File: src/rtl/smt_pkg.sv
`default_nettype none
package smt_pkg;
    // ****************************************
    // register byte addresses
    // ****************************************
    localparam logic [7:0] ADR_CONTROL  = 8'h00;
    localparam logic [7:0] ADR_STATUS   = 8'h04;
    localparam logic [7:0] ADR_CLOCK    = 8'h08;
    localparam logic [7:0] ADR_WIN1     = 8'h0c;
    localparam logic [7:0] ADR_WIN2     = 8'h10;
    localparam logic [7:0] ADR_SIG1     = 8'h14;
    localparam logic [7:0] ADR_SIG2     = 8'h18;
    localparam logic [7:0] ADR_CNT_LOW  = 8'h1c;
    localparam logic [7:0] ADR_CNT_HIGH = 8'h20;
    localparam logic [7:0] ADR_CNT_UPP  = 8'h24;

    // ****************************************
    // field positions and reset values
    // ****************************************
    localparam int GO_BIT      = 7;
    localparam int REPEAT_BIT  = 6;
    localparam int PRUP_BIT    = 7;
    localparam int WUP_BIT     = 6;
    localparam int CLR_BIT     = 5;
    localparam int INC_BIT     = 2;
    localparam int WIN_BIT     = 1;
    localparam int ACT_BIT     = 0;
    localparam logic [7:0] REG_RESET   = 8'h00;
    localparam logic [23:0] CNT_RESET  = 24'h000000;
    localparam logic [1:0] DIV4_LAST   = 2'h3;

    // ****************************************
    // operating modes and clock sources
    // ****************************************
    typedef enum logic [3:0] {
        MODE_TIMER      = 4'h0,
        MODE_GATED      = 4'h1,
        MODE_PERIOD     = 4'h2,
        MODE_HIGH_LOW   = 4'h3,
        MODE_WINDOWED   = 4'h4,
        MODE_GATED_WIN  = 4'h5,
        MODE_FLIGHT     = 4'h6,
        MODE_CAPTURE    = 4'h7,
        MODE_COUNTER    = 4'h8,
        MODE_GATED_CNT  = 4'h9,
        MODE_WIN_CNT    = 4'ha
    } mode_type;

    localparam logic [2:0] CLK_FOSC      = 3'h0;
    localparam logic [2:0] CLK_FOSC_DIV4 = 3'h1;
    localparam logic [2:0] CLK_RESERVED  = 3'h7;

    // ****************************************
    // source select maps per unit
    // ****************************************
    localparam logic [4:0]  WIN1_MATCH = 5'h12;
    localparam logic [4:0]  WIN2_MATCH = 5'h11;
    localparam logic [4:0]  SIG1_MATCH = 5'h0f;
    localparam logic [4:0]  SIG2_MATCH = 5'h0e;
    localparam logic [31:0] WIN1_RSVD  = 32'hff02_1800;
    localparam logic [31:0] WIN2_RSVD  = 32'hff04_1800;
    localparam logic [31:0] SIG1_RSVD  = 32'hffe0_4600;
    localparam logic [31:0] SIG2_RSVD  = 32'hffe0_8600;
endpackage
`default_nettype wire

File: src/rtl/smt_source_mux.sv
`default_nettype none
module smt_source_mux #(
    parameter logic [31:0] RESERVED_MASK = 32'h0000_0000,
    parameter logic [4:0]  MATCH_CODE    = 5'h00
) (
    // inputs
    input  wire logic        i_pin,
    input  wire logic [31:0] i_sources,
    input  wire logic        i_other_match,
    input  wire logic [4:0]  i_select,
    // output
    output logic             o_selected
);
    wire reserved = RESERVED_MASK[i_select];
    wire is_pin   = (i_select == 5'h00);
    wire is_match = (i_select == MATCH_CODE);
    wire picked   = is_pin ? i_pin : (is_match ? i_other_match : i_sources[i_select]);

    // reserved codes give a quiet low input
    assign o_selected = !reserved && picked;
endmodule
`default_nettype wire

File: src/rtl/smt_control.sv
// Added by the designer: the Wishbone interface to the registers and the placing of the registers.
`default_nettype none
// Function
// [RQ1] go enables counter incrementing and acquisition; clear stops both
// [RQ2] go bit is software read/write, hardware clearable, resets to zero
// [RQ3] repeat bit set selects repeated acquisition, clear selects single
// [RQ4] mode codes 0-3: timer, gated timer, period/duty, high/low time
// [RQ5] mode codes 4-7: windowed, gated windowed, time of flight, capture
// [RQ6] mode codes 8-10: counter, gated counter, windowed counter
// [RQ7] software must not program mode codes 11 to 15
// [RQ8] period update request copies count to captured period, then self-clears
// [RQ9] width update request copies count to captured width, then self-clears
// [RQ10] manual clear request zeroes the 24-bit counter, then self-clears
// [RQ11] increment status reads one while the counter is incrementing
// [RQ12] window status reads one while the measurement window is open
// [RQ13] acquire status reads one while an acquisition is in progress
// [RQ14] 3-bit clock field selects counter clock; code 7 reserved
// [RQ15] unit one window select map, code 18 is unit two match
// [RQ16] unit two window map, code 17 is unit one match, 18 reserved
// [RQ17] unit one signal select map, code 15 is unit two match
// [RQ18] unit two signal map, code 14 is unit one match, 15 reserved
// [RQ19] count low byte is read/write, bits 7-0, resets to zero
// [RQ20] unimplemented bits ignore writes and read back zero
// [RQ21] counter is 24 bits across low, high and upper byte registers
// [RQ22] single mode clears go at acquisition end; repeat keeps it set
module smt_control #(
    parameter int UNIT_INDEX = 1
) (
    // clock and reset
    input  wire logic        I_CLK,
    input  wire logic        I_RESET_N,
    // wishbone slave
    input  wire logic        I_WB_CYC,
    input  wire logic        I_WB_STB,
    input  wire logic        I_WB_WE,
    input  wire logic [7:0]  I_WB_ADR,
    input  wire logic [3:0]  I_WB_SEL,
    input  wire logic [31:0] I_WB_DAT,
    output logic      [31:0] O_WB_DAT,
    output logic             O_WB_ACK,
    // measured inputs
    input  wire logic        I_WINDOW_PIN,
    input  wire logic        I_SIGNAL_PIN,
    input  wire logic [31:0] I_WINDOW_SOURCES,
    input  wire logic [31:0] I_SIGNAL_SOURCES,
    input  wire logic        I_INSTANCE_ONE_MATCH,
    input  wire logic        I_INSTANCE_TWO_MATCH,
    input  wire logic [6:2]  I_CLOCK_SOURCES,
    // results
    output logic      [23:0] O_COUNT_VALUE,
    output logic      [23:0] O_CAPTURED_PERIOD,
    output logic      [23:0] O_CAPTURED_WIDTH,
    output logic      [1:0]  O_WINDOW_INPUT,
    output logic      [1:0]  O_SIGNAL_INPUT
);
    // ****************************************
    // acquisition states
    // ****************************************
    typedef enum logic [2:0] {
        ACQ_IDLE  = 3'b001,
        ACQ_ARMED = 3'b010,
        ACQ_RUN   = 3'b100
    } acq_type;

    acq_type     acq_q, acq_d;
    logic        go_q, repeat_q, prup_q, wup_q, clr_q;
    logic [3:0]  mode_q;
    logic [2:0]  clock_source_field_q;
    logic [4:0]  window_source_field_q [2];
    logic [4:0]  ssel_q [2];
    logic [23:0] count_q, period_q, width_q;
    logic [1:0]  div_q;
    logic        ack_q, clk_prev_q;
    logic [31:0] rdata_q;
    logic [1:0]  win_q, sig_q, win_prev_q, sig_prev_q;
    logic [1:0]  win_sel, sig_sel;

    // ****************************************
    // bus decode
    // ****************************************
    wire req      = I_WB_CYC && I_WB_STB;
    wire wr       = req && I_WB_WE && ack_q && I_WB_SEL[0];
    wire [7:0] wd = I_WB_DAT[7:0];
    wire wr_ctrl  = wr && (I_WB_ADR == smt_pkg::ADR_CONTROL);
    wire wr_stat  = wr && (I_WB_ADR == smt_pkg::ADR_STATUS);
    wire wr_clk   = wr && (I_WB_ADR == smt_pkg::ADR_CLOCK);
    wire wr_win1  = wr && (I_WB_ADR == smt_pkg::ADR_WIN1);
    wire wr_win2  = wr && (I_WB_ADR == smt_pkg::ADR_WIN2);
    wire wr_sig1  = wr && (I_WB_ADR == smt_pkg::ADR_SIG1);
    wire wr_sig2  = wr && (I_WB_ADR == smt_pkg::ADR_SIG2);
    wire wr_low   = wr && (I_WB_ADR == smt_pkg::ADR_CNT_LOW);
    wire wr_high  = wr && (I_WB_ADR == smt_pkg::ADR_CNT_HIGH);
    wire wr_upp   = wr && (I_WB_ADR == smt_pkg::ADR_CNT_UPP);
    wire wr_cnt   = wr_low || wr_high || wr_upp;

    // ****************************************
    // source selection per unit
    // ****************************************
    wire [1:0] other_match = {I_INSTANCE_ONE_MATCH, I_INSTANCE_TWO_MATCH};
    localparam logic [31:0] WIN_RSVD [2]  = '{smt_pkg::WIN1_RSVD, smt_pkg::WIN2_RSVD};
    localparam logic [31:0] SIG_RSVD [2]  = '{smt_pkg::SIG1_RSVD, smt_pkg::SIG2_RSVD};
    localparam logic [4:0]  WIN_MATCH [2] = '{smt_pkg::WIN1_MATCH, smt_pkg::WIN2_MATCH};
    localparam logic [4:0]  SIG_MATCH [2] = '{smt_pkg::SIG1_MATCH, smt_pkg::SIG2_MATCH};

    genvar u;
    generate
        for (u = 0; u < 2; u++) begin : g_unit
            smt_source_mux #(
                .RESERVED_MASK (WIN_RSVD[u]),
                .MATCH_CODE    (WIN_MATCH[u])
            ) u_win (
                .i_pin         (I_WINDOW_PIN),
                .i_sources     (I_WINDOW_SOURCES),
                .i_other_match (other_match[u]),
                .i_select      (window_source_field_q[u]),
                .o_selected    (win_sel[u])
            ); // RQ15 RQ16
            smt_source_mux #(
                .RESERVED_MASK (SIG_RSVD[u]),
                .MATCH_CODE    (SIG_MATCH[u])
            ) u_sig (
                .i_pin         (I_SIGNAL_PIN),
                .i_sources     (I_SIGNAL_SOURCES),
                .i_other_match (other_match[u]),
                .i_select      (ssel_q[u]),
                .o_selected    (sig_sel[u])
            ); // RQ17 RQ18
        end
    endgenerate

    // selected inputs are flopped so edges are seen one cycle late
    always_ff @(posedge I_CLK) begin
        if (!I_RESET_N) begin
            win_q      <= 2'h0;
            sig_q      <= 2'h0;
            win_prev_q <= 2'h0;
            sig_prev_q <= 2'h0;
        end else begin
            win_q      <= win_sel;
            sig_q      <= sig_sel;
            win_prev_q <= win_q;
            sig_prev_q <= sig_q;
        end
    end

    localparam int ME = UNIT_INDEX - 1;
    wire win      = win_q[ME];
    wire sig      = sig_q[ME];
    wire win_rise = win && !win_prev_q[ME];
    wire win_fall = !win && win_prev_q[ME];
    wire sig_rise = sig && !sig_prev_q[ME];

    // ****************************************
    // clock source and divider
    // ****************************************
    wire div_en      = (div_q == smt_pkg::DIV4_LAST);
    wire [7:0] cvec  = {1'b0, I_CLOCK_SOURCES, 2'h0};
    wire clk_level   = cvec[clock_source_field_q];
    wire is_fosc     = (clock_source_field_q == smt_pkg::CLK_FOSC);
    wire is_div4     = (clock_source_field_q == smt_pkg::CLK_FOSC_DIV4);
    wire clk_edge    = clk_level && !clk_prev_q;
    wire tick        = is_fosc || (is_div4 ? div_en : clk_edge); // RQ14

    always_ff @(posedge I_CLK) begin
        if (!I_RESET_N) begin
            div_q      <= 2'h0;
            clk_prev_q <= 1'b0;
        end else begin
            div_q      <= div_q + 2'h1;
            clk_prev_q <= clk_level;
        end
    end

    // ****************************************
    // mode decode
    // ****************************************
    wire m_timer  = (mode_q == smt_pkg::MODE_TIMER);
    wire m_gated  = (mode_q == smt_pkg::MODE_GATED);
    wire m_period = (mode_q == smt_pkg::MODE_PERIOD) || (mode_q == smt_pkg::MODE_HIGH_LOW); // RQ4
    wire m_win    = (mode_q == smt_pkg::MODE_WINDOWED) || (mode_q == smt_pkg::MODE_GATED_WIN);
    wire m_gwin   = (mode_q == smt_pkg::MODE_GATED_WIN);
    wire m_flight = (mode_q == smt_pkg::MODE_FLIGHT);
    wire m_capt   = (mode_q == smt_pkg::MODE_CAPTURE); // RQ5
    wire m_cnt    = (mode_q == smt_pkg::MODE_COUNTER);
    wire m_gcnt   = (mode_q == smt_pkg::MODE_GATED_CNT);
    wire m_wcnt   = (mode_q == smt_pkg::MODE_WIN_CNT); // RQ6
    wire counting = m_cnt || m_gcnt || m_wcnt;
    // reserved codes hold the counter still rather than guess a mode
    wire m_rsvd   = (mode_q > smt_pkg::MODE_WIN_CNT); // RQ7

    wire needs_start = m_period || m_win || m_flight || m_wcnt;
    wire start_evt   = m_period ? sig_rise : win_rise;
    wire done_evt    = (m_period || m_flight) ? sig_rise :
                       (m_win || m_wcnt || m_capt) ? win_rise :
                       (m_cnt || m_gcnt) ? win_fall : 1'b0;

    // ****************************************
    // acquisition sequence
    // ****************************************
    wire run      = (acq_q == ACQ_RUN);
    wire finish   = run && go_q && done_evt && !repeat_q; // RQ3
    wire gate     = m_gated ? sig : (m_gwin ? sig : (m_gcnt ? win : 1'b1));
    wire inc_stat = go_q && run && gate && !m_rsvd; // RQ1 RQ11
    wire step     = counting ? sig_rise : tick;
    wire inc      = inc_stat && step;

    always_comb begin
        acq_d = acq_q;
        unique case (acq_q)
            ACQ_IDLE: begin
                if (go_q && !m_rsvd) begin
                    acq_d = needs_start ? ACQ_ARMED : ACQ_RUN;
                end
            end
            ACQ_ARMED: begin
                if (!go_q) begin
                    acq_d = ACQ_IDLE;
                end else if (start_evt) begin
                    acq_d = ACQ_RUN;
                end
            end
            ACQ_RUN: begin
                if (!go_q || finish) begin
                    acq_d = ACQ_IDLE;
                end
            end
            default: acq_d = ACQ_IDLE;
        endcase
    end

    always_ff @(posedge I_CLK) begin
        if (!I_RESET_N) begin
            acq_q <= ACQ_IDLE;
        end else begin
            acq_q <= acq_d;
        end
    end

    // ****************************************
    // control and select registers
    // ****************************************
    always_ff @(posedge I_CLK) begin
        if (!I_RESET_N) begin
            go_q     <= smt_pkg::REG_RESET[smt_pkg::GO_BIT];
            repeat_q <= smt_pkg::REG_RESET[smt_pkg::REPEAT_BIT];
            mode_q   <= smt_pkg::REG_RESET[3:0];
            clock_source_field_q   <= smt_pkg::REG_RESET[2:0];
            window_source_field_q   <= '{smt_pkg::REG_RESET[4:0], smt_pkg::REG_RESET[4:0]};
            ssel_q   <= '{smt_pkg::REG_RESET[4:0], smt_pkg::REG_RESET[4:0]};
        end else begin
            // a software write wins over the hardware clear
            if (wr_ctrl) begin
                go_q     <= wd[smt_pkg::GO_BIT]; // RQ2
                repeat_q <= wd[smt_pkg::REPEAT_BIT];
                mode_q   <= wd[3:0];
            end else if (finish) begin
                go_q <= 1'b0; // RQ22
            end
            if (wr_clk)  clock_source_field_q    <= wd[2:0]; // RQ20
            if (wr_win1) window_source_field_q[0] <= wd[4:0];
            if (wr_win2) window_source_field_q[1] <= wd[4:0];
            if (wr_sig1) ssel_q[0] <= wd[4:0];
            if (wr_sig2) ssel_q[1] <= wd[4:0];
        end
    end

    // ****************************************
    // update requests and counter
    // ****************************************
    // each request is served at the edge after it is seen, so it stands one cycle
    always_ff @(posedge I_CLK) begin
        if (!I_RESET_N) begin
            prup_q   <= 1'b0;
            wup_q    <= 1'b0;
            clr_q    <= 1'b0;
            period_q <= smt_pkg::CNT_RESET;
            width_q  <= smt_pkg::CNT_RESET;
        end else begin
            prup_q <= wr_stat && wd[smt_pkg::PRUP_BIT]; // RQ8
            wup_q  <= wr_stat && wd[smt_pkg::WUP_BIT]; // RQ9
            clr_q  <= wr_stat && wd[smt_pkg::CLR_BIT]; // RQ10
            if (prup_q) period_q <= count_q; // RQ8
            if (wup_q)  width_q  <= count_q; // RQ9
        end
    end

    always_ff @(posedge I_CLK) begin
        if (!I_RESET_N) begin
            count_q <= smt_pkg::CNT_RESET; // RQ19
        end else if (clr_q) begin
            count_q <= smt_pkg::CNT_RESET; // RQ10
        end else if (wr_cnt) begin
            if (wr_low)  count_q[7:0]   <= wd; // RQ19
            if (wr_high) count_q[15:8]  <= wd;
            if (wr_upp)  count_q[23:16] <= wd; // RQ21
        end else if (inc) begin
            count_q <= count_q + 24'h000001; // RQ1
        end
    end

    // ****************************************
    // read mux and acknowledge
    // ****************************************
    wire [7:0] rd_ctrl = {go_q, repeat_q, 2'h0, mode_q}; // RQ20
    wire [7:0] rd_stat = {prup_q, wup_q, clr_q, 2'h0, inc_stat, win, run}; // RQ11 RQ12 RQ13
    wire [7:0] rd_byte =
        (I_WB_ADR == smt_pkg::ADR_CONTROL)  ? rd_ctrl :
        (I_WB_ADR == smt_pkg::ADR_STATUS)   ? rd_stat :
        (I_WB_ADR == smt_pkg::ADR_CLOCK)    ? {5'h00, clock_source_field_q} :
        (I_WB_ADR == smt_pkg::ADR_WIN1)     ? {3'h0, window_source_field_q[0]} :
        (I_WB_ADR == smt_pkg::ADR_WIN2)     ? {3'h0, window_source_field_q[1]} :
        (I_WB_ADR == smt_pkg::ADR_SIG1)     ? {3'h0, ssel_q[0]} :
        (I_WB_ADR == smt_pkg::ADR_SIG2)     ? {3'h0, ssel_q[1]} :
        (I_WB_ADR == smt_pkg::ADR_CNT_LOW)  ? count_q[7:0] :
        (I_WB_ADR == smt_pkg::ADR_CNT_HIGH) ? count_q[15:8] :
        (I_WB_ADR == smt_pkg::ADR_CNT_UPP)  ? count_q[23:16] : 8'h00;

    // one wait state; unmapped addresses still ack and read zero
    always_ff @(posedge I_CLK) begin
        if (!I_RESET_N) begin
            ack_q   <= 1'b0;
            rdata_q <= 32'h0000_0000;
        end else begin
            ack_q <= req && !ack_q;
            if (req && !ack_q) rdata_q <= {24'h000000, rd_byte};
        end
    end

    assign O_WB_ACK          = ack_q;
    assign O_WB_DAT          = rdata_q;
    assign O_COUNT_VALUE     = count_q;
    assign O_CAPTURED_PERIOD = period_q;
    assign O_CAPTURED_WIDTH  = width_q;
    assign O_WINDOW_INPUT    = win_q;
    assign O_SIGNAL_INPUT    = sig_q;
endmodule
`default_nettype wire

File: config.mk
export PLATFORM = sky130hd
export DESIGN_NAME = smt_control
export DESIGN_NICKNAME = d
export VERILOG_FILES = /design/src/rtl/smt_pkg.sv /design/src/rtl/smt_source_mux.sv /design/src/rtl/smt_control.sv
export SDC_FILE = /design/constraint.sdc
export NUM_CORES = 1
export LEC_CHECK = 0
export BUFFER_PORTS_ARGS = -buffer_cell sky130_fd_sc_hd__buf_2
export CORE_MARGIN = 10
export CORE_UTILIZATION = 55
export CTS_BUF_LIST = sky130_fd_sc_hd__clkbuf_8
export DETAILED_ROUTE_END_ITERATION = 12
export GPL_TIMING_DRIVEN = 0
export HOLD_SLACK_MARGIN = 0.02
export PLACE_DENSITY_LB_ADDON = 0.2
export SLEW_MARGIN = 20
export SYNTH_ARGS = -nofsm -noshare
export SYNTH_HDL_FRONTEND = slang
export SYNTH_HIERARCHICAL = 1
export SYNTH_SLANG_ARGS = --single-unit
File: constraint.sdc
create_clock -name I_CLK -period 5.95 [get_ports I_CLK]
set_clock_uncertainty 0.15 [all_clocks]
set_input_delay 0.595 -clock I_CLK [delete_from_list [all_inputs] [get_ports I_CLK]]
set_output_delay 0.595 -clock I_CLK [all_outputs]
set_load 0.05 [all_outputs]
## After elaboration in Yosys (flattened, before gate mapping)

Memories as Yosys holds them, arrays and structs flattened. A register that Yosys moved wholly into a read port is not among the register bits.
Cells that the tools add are included.

- Register bits after elaboration: 125
- Memory bits (read-only): 128
- Input bits: 122
- Output and inout bits: 109
- Word-level logic and storage cells: 206
- Memories kept: 4

- Add/subtract/negate cells: 2
- $lt $le $gt $ge: 6
- Equality and inequality tests: 34
- Muxes and demuxes: 62
- Bitwise operators: 1
- Reduce and logical (&&, ||, !) cells: 72

Memories:

| memory | depth | bits a word | read ports | clocked after Yosys merged registers in | wr ports | RTL line | text |
|---|---|---|---|---|---|---|---|
| (name not given) | 32 | 1 | 1 | 1 | 0 | smt_source_mux.sv:14 | `wire reserved = RESERVED_MASK[i_select];` |
| (name not given) | 32 | 1 | 1 | 1 | 0 | smt_source_mux.sv:14 |  |
| (name not given) | 32 | 1 | 1 | 1 | 0 | smt_source_mux.sv:14 |  |
| (name not given) | 32 | 1 | 1 | 1 | 0 | smt_source_mux.sv:14 |  |

Operators with widths:

| cell | count |
|---|---|
| 8-bit 2-to-1 mux | 13 |
| 24-bit 2-to-1 mux | 2 |
| 5-bit 2-to-1 mux | 8 |
| 1-bit logical AND | 33 |
| 8-bit by 5-bit == test with 1-bit output (second input constant) | 4 |
| 1-bit 2-to-1 mux | 28 |
| 24-bit by 1-bit adder with 24-bit output (second input constant) | 1 |
| 5-bit by 6-bit < comparator with 1-bit output (second input constant) | 4 |
| 1-bit binary-select mux with 5-bit select | 4 |
| 5-bit logical NOT | 4 |
| 4-bit by 3-bit == test with 1-bit output (second input constant) | 4 |
| 8-bit by 4-bit == test with 1-bit output (second input constant) | 2 |
| 8-bit by 6-bit == test with 1-bit output (second input constant) | 2 |
| 3-bit 2-to-1 mux | 5 |
| 1-bit logical OR | 14 |
| 4-bit == test (second input constant) | 3 |
| 1-bit logical NOT | 12 |
| 5-bit by 4-bit == test with 1-bit output (second input constant) | 2 |
| 5-bit == test (second input constant) | 2 |
| 3-bit one-hot mux with 3 select lines | 1 |
| 4-bit by 2-bit == test with 1-bit output (second input constant) | 2 |
| 8-bit by 3-bit == test with 1-bit output (second input constant) | 1 |
| 8-bit logical NOT | 1 |
| 2-bit inequality test (second input constant) | 4 |
| 17 further kinds | 21 |

## Depth between registers and ports, before layout

Gate-level depths: netlist (run 1).

- Depth in word-level cells: 11
- Gate-level depth with buffers: 9
- Mapped depth without buffers: 7

## Cells and area by module

Netlist (run 1), hierarchy kept.

By module, submodules not included:

| module | instances | cells each | area an instance (um^2) | sequential area each (um^2) |
|---|---|---|---|---|
| smt_control | 1 | 745 | 6618.8 | 2502.4 |
| smt_source_mux at g_unit[0].u_win | 1 | 38 | 401.6 | 0.0 |
| smt_source_mux at g_unit[0].u_sig | 1 | 36 | 387.9 | 0.0 |
| smt_source_mux at g_unit[1].u_win | 1 | 35 | 341.6 | 0.0 |
| smt_source_mux at g_unit[1].u_sig | 1 | 29 | 324.1 | 0.0 |

## Worst setup path before layout (run 1)

No wires, ideal clock.

- Kind: in2reg
- Start point: in I_WB_ADR[1]
- End point: reg count_q[12] (netlist: O_COUNT_VALUE[12])
- Setup time: 86 ps
- Arrival: 2316 ps
- Required time: 5714 ps
- Path slack: 3398 ps
- Stages: 8
- Buffers on the path: 2
- Path through: or4_1 > buf_4 > a2111o_1 > buf_6 > nand4b_4 > o21ai_2 > mux2i_1 > a211oi_1

- Longest elaborated chain between the ends: 6
- Elaborated cells on any way between the ends: 12
- Classes of those cells: eq/ne (4); mux (1); reduce/logical (7)

RTL lines:

| element | RTL line | text |
|---|---|---|
| start, declared | smt_control.sv:36 | `input wire logic [7:0] I_WB_ADR,` |
| 8-bit by 5-bit == test with 1-bit output or 8-bit by 6-bit == test with 1-bit output (tied branches) | smt_control.sv:91, smt_control.sv:92 |  |
| 1-bit logical AND, on equally long branches | smt_control.sv:91, smt_control.sv:92 |  |
| 1-bit logical OR (2 in a row) | smt_control.sv:94 | `wire wr_cnt = wr_low \|\| wr_high \|\| wr_upp;` |
| 2-bit inequality test (no line) or 2-bit nonzero test (tied branches) | n/a |  |
| 2-bit AND reduction (no line) | n/a |  |
| end signal, assigned | smt_control.sv:289 | `count_q <= smt_pkg::CNT_RESET;` |
| end signal, assigned | smt_control.sv:291 | `count_q <= smt_pkg::CNT_RESET;` |
| end signal, assigned | smt_control.sv:294 | `if (wr_high) count_q[15:8] <= wd;` |
| end, declared | smt_control.sv:71 | `logic [23:0] count_q, period_q, width_q;` |

Several ways; a longest one is shown, not always the timed one.
A chain may end at the register's enable or synchronous reset.

## Worst setup path in the final report (run 1)

- Start point: reg clock_source_field_q[1]
- End point: reg count_q[8] (netlist: O_COUNT_VALUE[8])

- Longest elaborated chain between the ends: 9
- Elaborated cells on any way between the ends: 11
- Classes of those cells: eq/ne (1); mux (4); reduce/logical (6)

RTL lines:

| element | RTL line | text |
|---|---|---|
| start, declared | smt_control.sv:68 | `logic [2:0] clock_source_field_q;` |
| start signal, assigned | smt_control.sv:247 | `clock_source_field_q <= smt_pkg::REG_RESET[2:0];` |
| start signal, assigned | smt_control.sv:259 | `if (wr_clk) clock_source_field_q <= wd[2:0];` |
| 1-bit binary-select mux with 3-bit select | smt_control.sv:158 | `wire clk_level = cvec[clock_source_field_q];` |
| 1-bit 2-to-1 mux (implied by the code) | smt_control.sv:158 |  |
| 1-bit logical AND | smt_control.sv:161 | `wire clk_edge = clk_level && !clk_prev_q;` |
| 1-bit 2-to-1 mux | smt_control.sv:162 | `wire tick = is_fosc \|\| (is_div4 ? div_en : clk_edge);` |
| 1-bit logical OR (*) | smt_control.sv:162 |  |
| 1-bit 2-to-1 mux (*) | smt_control.sv:204 | `wire step = counting ? sig_rise : tick;` |
| 1-bit logical AND (*) | smt_control.sv:205 | `wire inc = inc_stat && step;` |
| 2-bit nonzero test (no line) (*) | n/a |  |
| 2-bit AND reduction (no line) (*) | n/a |  |

Every way passes the cells marked *; elsewhere a longest branch is shown, timed or not. The select of a mux whose other input is x is not followed.

==> metrics, run 1 <==
CP top delay family compound AO/OA/AOI/OAI gates; Post-Syn Instances 883; unrepaired setup endpoints after global routing no; Worst Setup Path Type flip-flop to flip-flop; Die Area around 20000 um2; DR vias/cell 5.941; DR iter-0 viols roughly 700; GR Overflow Total 0; Vias 7711; PortBufs between 150 and 200; WP buf/inv 1; Residual DRC 0; Slew @ Worst Pin 0.9005 ns; CP max FO 8; area added between synthesis and finish 19.51%; Crit-path slowest cell o21ai_2; Routed Antenna Nets 0; Setup-failing EPs final 0; TNS Setup 0 ns; Power Density around 190 nW/um2; Hold Violations, Final 0; FMAX slightly below 400 MHz; Post-CTS Setup Bufs 0; Root Buffer clkbuf_8; post-route clock period utilization between 40% and 50%; type of origin of the critical path flip-flop; CP max stage delay between 0.4 and 0.5 ns; Top FF cell, synth dfxtp_1; Final GP Congestion ~0.97; GRT Total Usage 25.40%; First-pass DRT Iterations 5; Post-DP HPWL a little under 20 mm; sequential area share after synthesis a little under a third; yosys warns 6; post-synthesis cell type count 85; Area contributors post-synth dfxtp_1 31%, mux2i_1 13%, nor2b_1 6.7%; post-cts resize count 0; TritonCTS Buffers 17; CTS Hold Bufs 0; area fraction of the dominant cell type after synthesis between 30 and 40%; filler cell count in the final layout approximately 1.2k; CP arrival 2.77 ns; H-tree depth 4; CP Cell Sequence clkbuf_1, a2bb2oi_1, a21oi_1, o31a_1, o21ai_2, o21ai_0, a31o_2; top-count cell post-synth dfxtp_1; Max-cap violations 0; Design Power about 1800 uW; Cell Area, Synth 8074 um2; core area between 10000 and 15000 um2; height of the die about 140 um; Max IR drop VDD ~0.24 mV; syn_area_per_cell slightly above 9 um2; Max transition margin between 30% and 40%; CP Data Required Time 6.17 ns; # rows 44; Hold Crit Class input pin to flip-flop; clock tree buffer depth 2; register bit count reported by yosys approximately 130; WL per Instance about 20 um; largest net degree at the start of global routing 17; die width between 100 and 150 um; post-layout min period around 2.6 ns; Worst-path clk slew roughly 0.080 ns; worst skew pair latency ~0.48 ns; leading area contributor after synthesis dfxtp_1; status finished, final reports clean; initial antenna violation count 0; first-pass GRT wire length approximately 41 mm; Starting Density a little under three fifths; IO Count between 200 and 250; nets@finish roughly 1.2k; Lkg Pwr around 0.0037 uW; Slew Limit Fails 0; Cell Count, Final, Fillers Out about 1.3k; Post-synth EDFFs 0; number of global-route vias before repair 7731; DP Cell Count 1266; clk sinks around 130; Worst setup EP type flip-flop; final WL between 20 and 30 mm; CTS tree done; list of most frequent post-synthesis cells 125 x dfxtp_1, 105 x mux2i_1, 86 x nor2b_1, 57 x nand2_1, 48 x a21oi_1; Synth async-reset ratio 0%; layout cell share with drive strength beyond 1 26.30%; diode count 0
-- state kept, by name, summed over array words and instances, names as in the netlist, 3 cells and up --
name / count
O_CAPTURED_PERIOD: 24
O_CAPTURED_WIDTH: 24
O_COUNT_VALUE: 24
ssel_q: 10
window_source_field_q: 10
O_WB_DAT: 8
mode_q: 4
acq_q: 3
clock_source_field_q: 3
-- path summary, 6_finish.rpt --
check,startpoint,endpoint,slack (ns),depth (start not counted)
worst max-delay path,clock_source_field_q[1]$_SDFFE_PN0P_,O_COUNT_VALUE[8]$_SDFFE_PP0P_,3.40,7
worst min-delay path,I_WB_DAT[5],clr_q$_SDFF_PN0_,0.21,2
worst min register to register,div_q[0]$_SDFF_PN0_,div_q[0]$_SDFF_PN0_,0.28,1
worst max register to register,clock_source_field_q[1]$_SDFFE_PN0P_,O_COUNT_VALUE[8]$_SDFFE_PP0P_,3.40,7
-- per-layer routing --
layer	GRT usage [%]	part of all wire, %
met4	10.71	2.8
met2	41.75	48
met5	0	0
met3	7.424	9.2
met1	30.18	40
-- cell usage in the layout, fill, tap and decap left out, types with 6 or more instances in the layout --
master / instances
clkbuf_1: 39
ha_1: 8
clkbuf_8: 20
a22oi_1: 7
dfxtp_1: 125
nand2_1: 57
nand3b_1: 6
buf_4: 27
mux2i_1: 105
and3_1: 8
inv_1: 14
o21ai_0: 44
a32o_1: 8
nor3_1: 20
o31ai_1: 6
a21oi_1: 48
nor2_1: 36
buf_2: 186
conb_1: 24
a211oi_1: 9
buf_6: 8
o21a_1: 7
mux4_1: 12
nand3_1: 17
and2_1: 18
nor2b_1: 86
a31oi_1: 11
nand2b_1: 13
mux4_2: 10
-- area by class of cell --
| cell class | count | area (um2) | share of cell area (%) |
|---|---|---|---|
| multi-input combinational | 678 | 5070 | 52.54 |
| sequential | 125 | 2502 | 25.93 |
| timing repair buffer | 176 | 880.8 | 9.129 |
| buffer | 90 | 539.3 | 5.589 |
| clock buffer | 19 | 261.5 | 2.710 |
| tap | 184 | 230.2 | 2.386 |
| clock inverter | 13 | 116.4 | 1.206 |
| inverter | 13 | 48.80 | 0.5057 |
-- power breakdown --
part	internal (uW)	switching, uW
logic	95.3	142
registers	848	12.8
clock network	352	366
total	1300	521
-- per-stage QoR --
stage	util (%)	hold WS (ns)	cell area [um2]	setup WS (ns)
3_5_place_dp	64.03	0.2612	9271	2.979
5_1_grt	66.64	0.2225	9649	3.249
2_1_floorplan	-	0.2484	8160	3.398
6_report	66.64	0.2058	9649	3.398
4_1_cts	66.64	0.1955	9649	3.411
3_3_place_gp	64.03	0.2659	9271	3.007
-- kinds of logic after synthesis --
kind of cell	after synthesis	share of synthesized area, %
other	1	0.04645
DFF	125	30.99
muxes	132	20.41
buffers and inverters	103	7.283
adders and majority gates	8	1.240
AOI/OAI and AO/OA	205	17.85
and+or+nand+nor	309	22.18
Note: power is estimated with default switching activity, not from simulation.
==> run 2: changes to the inputs <==
Settings changed: ABC_AREA set to 1, CORE_UTILIZATION 55 to 49.
Clock period 5.95 ns to 2.1 ns, I/O delays scaled along.
==> run 2 against run 1 <==
Global-route usage shrank 0.87 points. Total power grew to 2.7 times the previous value. Setup slack got worse by 3.3 ns. Area after synthesis is 2.9% lower.
==> metrics, run 2 <==
FMAX 504.5 MHz (was 391.8 MHz); Setup-failing EPs final 0 (unchanged); Final GP Congestion 0.9441 (was 0.9698); Residual DRC 0 (unchanged); die width 146.5 um (was 141.2 um); Power Density 508.4 nW/um2 (was 188.3 nW/um2); area fraction of the dominant cell type after synthesis 31.92% (was 30.99%); Slew @ Worst Pin 0.6001 ns (was 0.9005 ns); Post-DP HPWL 20.92 mm (was 19.88 mm); post-synthesis cell type count 47 (was 85); WP buf/inv 1 (unchanged); worst skew pair latency 0.46 ns (was 0.48 ns); H-tree depth 4 (unchanged); final WL 27.38 mm (was 26.06 mm); core area 15770 um2 (was 14480 um2); IO Count 231 (unchanged); Worst setup EP type flip-flop (unchanged); Lkg Pwr 0.004925 uW (was 0.003746 uW); GR Overflow Total 0 (unchanged); GRT Total Usage 24.52% (was 25.40%); Hold Crit Class input pin to flip-flop (unchanged); Reg power frac 48.2% (was 47.4%); Sw Share 28.24% (was 28.69%); sequential area share after synthesis 31.92% (was 30.99%); number of global-route vias before repair 8484 (was 7731); TritonCTS Buffers 17 (unchanged); Slew Limit Fails 0 (unchanged); Max IR drop VDD 0.4155 mV (was 0.2384 mV); height of the die 146.5 um (was 141.2 um); Starting Density 49.71% (was 55.76%); Routed Antenna Nets 0 (unchanged); nets@finish 1619 (was 1231); CP top delay family simple AND/OR/NAND/NOR gates (was compound AO/OA/AOI/OAI gates); register bit count reported by yosys 125 (unchanged); DP Cell Count 1664 (was 1266); CP max FO 7 (was 8); largest net degree at the start of global routing 17 (unchanged); leading area contributor after synthesis dfxtp_1 (unchanged); sw power 1402 uW (was 521.4 uW); Worst Setup Path Type flip-flop to flip-flop (unchanged); yosys warns 6 (unchanged); filler cell count in the final layout 1577 (was 1244); Post-Syn Instances 1247 (was 883); top-count cell post-synth nand2_1 (was dfxtp_1); clock tree buffer depth 2 (unchanged); DR iter-0 viols 586 (was 712); CTS tree done (unchanged); CP Data Required Time 2.30 ns (was 6.17 ns); TNS Setup 0 ns (unchanged); clk sinks 125 (unchanged); status finished, final reports clean (unchanged); PortBufs 178 (was 176); layout cell share with drive strength beyond 1 23.80% (was 26.30%); Max transition margin 59.99% (was 39.96%); list of most frequent post-synthesis cells 341 x nand2_1, 129 x inv_1, 128 x nor2_1, 125 x dfxtp_1, 103 x a21oi_1 (was 125 x dfxtp_1, 105 x mux2i_1, 86 x nor2b_1, 57 x nand2_1, 48 x a21oi_1); Synth async-reset ratio 0% (unchanged); CP max stage delay 0.33 ns (was 0.46 ns); Worst-path clk slew 0.08 ns (about the same); Cell Count, Final, Fillers Out 1717 (was 1298); Vias 8896 (was 7711); Comb pwr share 10.7% (was 13.1%); Area contributors post-synth dfxtp_1 32%, nand2_1 16%, a21oi_1 6.6% (was dfxtp_1 31%, mux2i_1 13%, nor2b_1 6.7%); most frequent cells in the layout 337 x nand2_1, 182 x buf_2, 129 x inv_1 (was 186 x buf_2, 125 x dfxtp_1, 105 x mux2i_1); post-layout min period 1.982 ns (was 2.552 ns); Crit-path slowest cell dfxtp_2 (was o21ai_2); area added between synthesis and finish 24.59% (was 19.51%); First-pass DRT Iterations 5 (unchanged); Die Area 21460 um2 (was 19930 um2); WL per Instance 15.95 um (was 20.07 um); commonest non-fill, non-tap cell in the layout nand2_1 (was buf_2); first-pass GRT wire length 43.24 mm (was 41.17 mm); syn_area_per_cell 6.287 um2 (was 9.144 um2); Post-synth EDFFs 0 (unchanged); Root Buffer clkbuf_8 (unchanged); total internal power 3564 uW (was 1296 uW); post-route clock period utilization 94.39% (was 42.89%); type of origin of the critical path flip-flop (unchanged); WHS 0.08143 ns (was 0.2058 ns); Max-cap violations 0 (unchanged); CP arrival 2.18 ns (was 2.77 ns); Cell Area, Synth 7840 um2 (was 8074 um2); Final WS setup 0.1177 ns (was 3.398 ns); Top FF cell, synth dfxtp_1 (unchanged); initial antenna violation count 1 (was 0); # rows 46 (was 44); clock share of power 41.1% (was 39.5%); Hold Violations, Final 0 (unchanged); post-placement setup slack -0.08311 ns (was 2.979 ns); Design Power 4966 uW (was 1817 uW); critical path's most frequent cell nand2_1; CP Cell Sequence buf_2, nand2_1, nor2_1, nand2_1, nor2_4, nand2_2, nor2_1, nand2_1, xor2_1, a21boi_1, a21oi_1 (was clkbuf_1, a2bb2oi_1, a21oi_1, o31a_1, o21ai_2, o21ai_0, a31o_2); DR vias/cell 5.181 (was 5.941)
## run 2: changes by cell type in the layout (fill, tap and decap cells not counted), sizes merged, moves of 13 or more
cell,change
clkbuf,-15
nor3,-13
inv,+141
nand2,+300
a21oi,+55
o21ai,+64
xor2,+15
and2,-18
nand2b,-13
mux2i,-105
nor2,+106
nand3,+74
mux4,-22
nor2b,-86
## run 2: kinds of logic (layout without fill, tap and decap cells)
kind of cell,Yosys count,count (layout),share of synthesized area [%]
and+or+nand+nor,626,626,34.60
AOI/OAI and AO/OA,241,241,16.41
DFF,125,125,31.92
other,1,25,0.04783
xor gates and xnor gates,18,18,2.011
buffers and inverters,228,458,13.74
adders and majority gates,8,8,1.277
## run 2: power groups by stage
stage	clock, uW	combinational (uW)	sequential, uW
detailed placement	0	507	2450
global placement	0	504	2450
finish	2040	533	2390
CTS	2050	524	2390
floorplan	0	301	2470
global route	2170	581	2390
## run 2: repair_timing
item | 4_1_cts | 5_1_grt
hold endpoints to repair | 31 | 0
setup buffers | 5 | 8
hold buffers | 11 | 0
resized for setup | 2 | 30
endpoints found under the setup margin | 4 | 24
cloned | 0 | 0
pin swaps | 2 | 6
## run 2: per-layer routing
| metal | vias up | wire, um | global-route usage (%) |
|---|---|---|---|
| met5 | - | 0 | 0 |
| met4 | 0 | 849 | 10.36 |
| met3 | 60 | 2574 | 7.417 |
| met2 | 413 | 12760 | 40.38 |
| met1 | 3995 | 11200 | 28.99 |
| li1 | 4428 | - | - |
## run 2: path summary, 6_finish.rpt
check / start / end / slack (ns) / depth (start not counted)
worst max-delay path: O_COUNT_VALUE[5]$_SDFFE_PP0P_ / O_COUNT_VALUE[17]$_SDFFE_PP0P_ / 0.12 / 11
worst min-delay path: I_WB_STB / O_WB_DAT[5]$_SDFFE_PN0P_ / 0.08 / 5
worst max register to register: O_COUNT_VALUE[5]$_SDFFE_PP0P_ / O_COUNT_VALUE[17]$_SDFFE_PP0P_ / 0.12 / 11
worst min register to register: div_q[0]$_SDFF_PN0_ / div_q[0]$_SDFF_PN0_ / 0.30 / 1
## run 2: tightest hold or removal path: cells and delay by family
family          cells  cell delay, ns
simple gates        3            0.28
buf+inv             1            0.09
compound gates      1            0.05
## run 2: per-stage QoR
step / util [%] / instance area [um2]
floorplan: - / 7940
global placement: 57.71 / 9101
detailed placement: 57.71 / 9101
CTS: 61.04 / 9625
global route: 61.94 / 9768
finish: 61.94 / 9768
## run 2: final cells by class
| class | count | area, um2 | area share [%] |
|---|---|---|---|
| repair buffers | 202 | 1099 | 11.25 |
| diodes | 1 | 2.502 | 0.02562 |
| plain buffers | 72 | 494.2 | 5.060 |
| inverters | 154 | 588.1 | 6.020 |
| clock inverters | 11 | 110.1 | 1.127 |
| multi-input cells | 917 | 4419 | 45.24 |
| well taps | 216 | 270.3 | 2.767 |
| clock buffers | 19 | 261.5 | 2.677 |
| flip-flops and latches | 125 | 2524 | 25.84 |
==> run 3: changes to the inputs <==
Settings changed: CORE_UTILIZATION 49 to 30.
==> run 3 against run 2 <==
Sequential share of layout area fell by 0.38 points. Combinational power is 2% higher. Worst hold slack got worse by 0.025 ns. Sequential cell count did not move. Final area up 1.5%. Cell count up 7.0%. Critical endpoint is now O_COUNT_VALUE[7]$_SDFFE_PP0P_. Highest routed layer unchanged.
==> metrics, run 3 (synthesized netlist as in run 2, its figures left out) <==
status finished, final reports clean (unchanged); layout cell share with drive strength beyond 1 24.00% (was 23.80%); Slew @ Worst Pin 0.6555 ns (was 0.6001 ns); GRT Total Usage 17.88% (was 24.52%); FMAX 501.9 MHz (was 504.5 MHz); Reg power frac 47.4% (was 48.2%); final WL 30.82 mm (was 27.38 mm); sw power 1595 uW (was 1402 uW); Worst Hold Endpoint O_WB_DAT[7]$_SDFFE_PN0P_ (was O_WB_DAT[5]$_SDFFE_PN0P_); Final GP Congestion 0.9216 (was 0.9441); Die Area 33000 um2 (was 21460 um2); post-route clock period utilization 94.89% (was 94.39%); post-layout min period 1.993 ns (was 1.982 ns); FF-to-FF End O_COUNT_VALUE[7]$_SDFFE_PP0P_ (was O_COUNT_VALUE[17]$_SDFFE_PP0P_); unrepaired setup endpoints after global routing yes; Reg2Reg Setup Slack 0.11 ns (was 0.12 ns); GR Overflow Total 0 (unchanged); Hold Violations, Final 0 (unchanged); Sw Share 31.60% (was 28.24%); DR iter-0 viols 618 (was 586); PortBufs 178 (unchanged); Comb pwr share 10.8% (was 10.7%); Max IR drop VDD 0.3538 mV (was 0.4155 mV); First-pass DRT Iterations 5 (unchanged); CP arrival 2.20 ns (was 2.18 ns); Vias 8782 (was 8896); Reg2Reg Launch Point mode_q[1]$_SDFFE_PN0P_ (was O_COUNT_VALUE[5]$_SDFFE_PP0P_); total internal power 3454 uW (was 3564 uW); CP Data Required Time 2.31 ns (was 2.30 ns); clk sinks 125 (unchanged); hold_sp I_WB_STB (unchanged); Multi-input gate area 4418 um2 (was 4419 um2); nets@finish 1617 (was 1619); Residual DRC 0 (unchanged); Post-DP HPWL 24.08 mm (was 20.92 mm); CP startpoint mode_q[1]$_SDFFE_PN0P_ (was O_COUNT_VALUE[5]$_SDFFE_PP0P_); height of the die 181.7 um (was 146.5 um); Max transition margin 56.30% (was 59.99%); Starting Density 30.26% (was 49.71%); IO Count 231 (unchanged); number of global-route vias before repair 8356 (was 8484); H-tree depth 4 (unchanged); area added between synthesis and finish 26.43% (was 24.59%); Setup-failing EPs final 0 (unchanged); most frequent cells in the layout 335 x nand2_1, 181 x buf_2, 129 x inv_1 (was 337 x nand2_1, 182 x buf_2, 129 x inv_1); TritonCTS Buffers 17 (unchanged); die width 181.7 um (was 146.5 um); worst reg-to-reg path cell count 12 (was 11); filler cell count in the final layout 2877 (was 1577); WL per Instance 16.78 um (was 15.95 um); Cell Count, Final, Fillers Out 1837 (was 1717); Power Density 509.4 nW/um2 (was 508.4 nW/um2); Lkg Pwr 0.004920 uW (was 0.004925 uW); CTS tree done (unchanged); clock tree buffer depth 2 (unchanged); first-pass GRT wire length 47.35 mm (was 43.24 mm); CP max FO 7 (unchanged); TNS Setup 0 ns (unchanged); Reg area 2524 um2 (unchanged); # rows 59 (was 46); DR vias/cell 4.781 (was 5.181); Root Buffer clkbuf_8 (unchanged); core area 25910 um2 (was 15770 um2); clock share of power 41.8% (was 41.1%); worst skew pair latency 0.47 ns (was 0.46 ns); Worst Setup Path Type flip-flop to flip-flop (unchanged); Worst setup EP type flip-flop (unchanged); Design Power 5049 uW (was 4966 uW); Max-cap violations 0 (unchanged); Worst-path clk slew 0.08 ns (about the same); DP Cell Count 1783 (was 1664); initial antenna violation count 2 (was 1); largest net degree at the start of global routing 17 (unchanged); Routed Antenna Nets 0 (unchanged); commonest non-fill, non-tap cell in the layout nand2_1 (unchanged); worst hold stages 5 (unchanged); type of origin of the critical path flip-flop (unchanged); Slew Limit Fails 0 (unchanged); Hold Crit Class input pin to flip-flop (unchanged)
[run 3: layout make-up]
class                           instances  share of cell area, %
Antenna cell                            2                0.05049
Buffer                                 71                  4.910
Clock buffer                           17                  2.361
Clock inverter                         15                  1.477
Inverter                              154                  5.933
Multi-Input combinational cell        917                  44.57
Sequential cell                       125                  25.46
Tap cell                              335                  4.229
Timing Repair Buffer                  201                  11.01
[run 3: critical path, cell delays in order, from the launching register on]
cell and delay [ns]:
dfxtp_1 0.35, nand2_2 0.10, inv_2 0.06, o21ai_2 0.13, nand2_2 0.09, nor2_2 0.13
o31ai_1 0.10, nor2_2 0.16, nand2_4 0.13, buf_4 0.17, buf_4 0.13, a21oi_1 0.14
nor2_1 0.07
[run 3: routing by layer]
layer  track usage, %  wire [um]
met5                0          0
met4            5.272        634
met3            4.652       2232
met2            28.90      14220
met1            22.85      13740
[run 3: power by group through the flow]
stage          clock network, uW  registers [uW]  logic, uW
3_5_place_dp                   0            2450        524
5_1_grt                     2270            2390        595
3_3_place_gp                   0            2450        523
6_report                    2110            2390        544
2_1_floorplan                  0            2470        301
4_1_cts                     2160            2390        542
[run 3: worst max path at each step]
stage	to	slack, ns
floorplan	O_COUNT_VALUE[20]$_SDFFE_PP0P_	-0.02
global placement	O_COUNT_VALUE[6]$_SDFFE_PP0P_	-0.14
detailed placement	O_COUNT_VALUE[6]$_SDFFE_PP0P_	-0.14
CTS	O_COUNT_VALUE[16]$_SDFFE_PP0P_	-0.001
global route	O_COUNT_VALUE[18]$_SDFFE_PP0P_	-0.03
finish	O_COUNT_VALUE[7]$_SDFFE_PP0P_	0.11
[run 3: through the flow]
stage / hold WS (ns) / util (%) / setup WS, ns / cell area (um2)
after floorplan: 0.1792 / - / -0.02434 / 7940
after global placement: 0.2671 / 35.70 / -0.1434 / 9250
after detailed placement: 0.2722 / 35.70 / -0.1446 / 9250
after CTS: 0.03894 / 37.76 / -0.001319 / 9784
after global routing: 0.08617 / 38.23 / -0.03221 / 9907
final: 0.05663 / 38.25 / 0.1074 / 9912
[run 3: timing repair]
item / CTS / global route
endpoints found under the hold margin: 32 / 0
setup buffers: 3 / 9
hold buffers: 11 / 0
setup endpoints to repair: 16 / 22
gates resized for setup: 5 / 30
pin swaps: 0 / 7
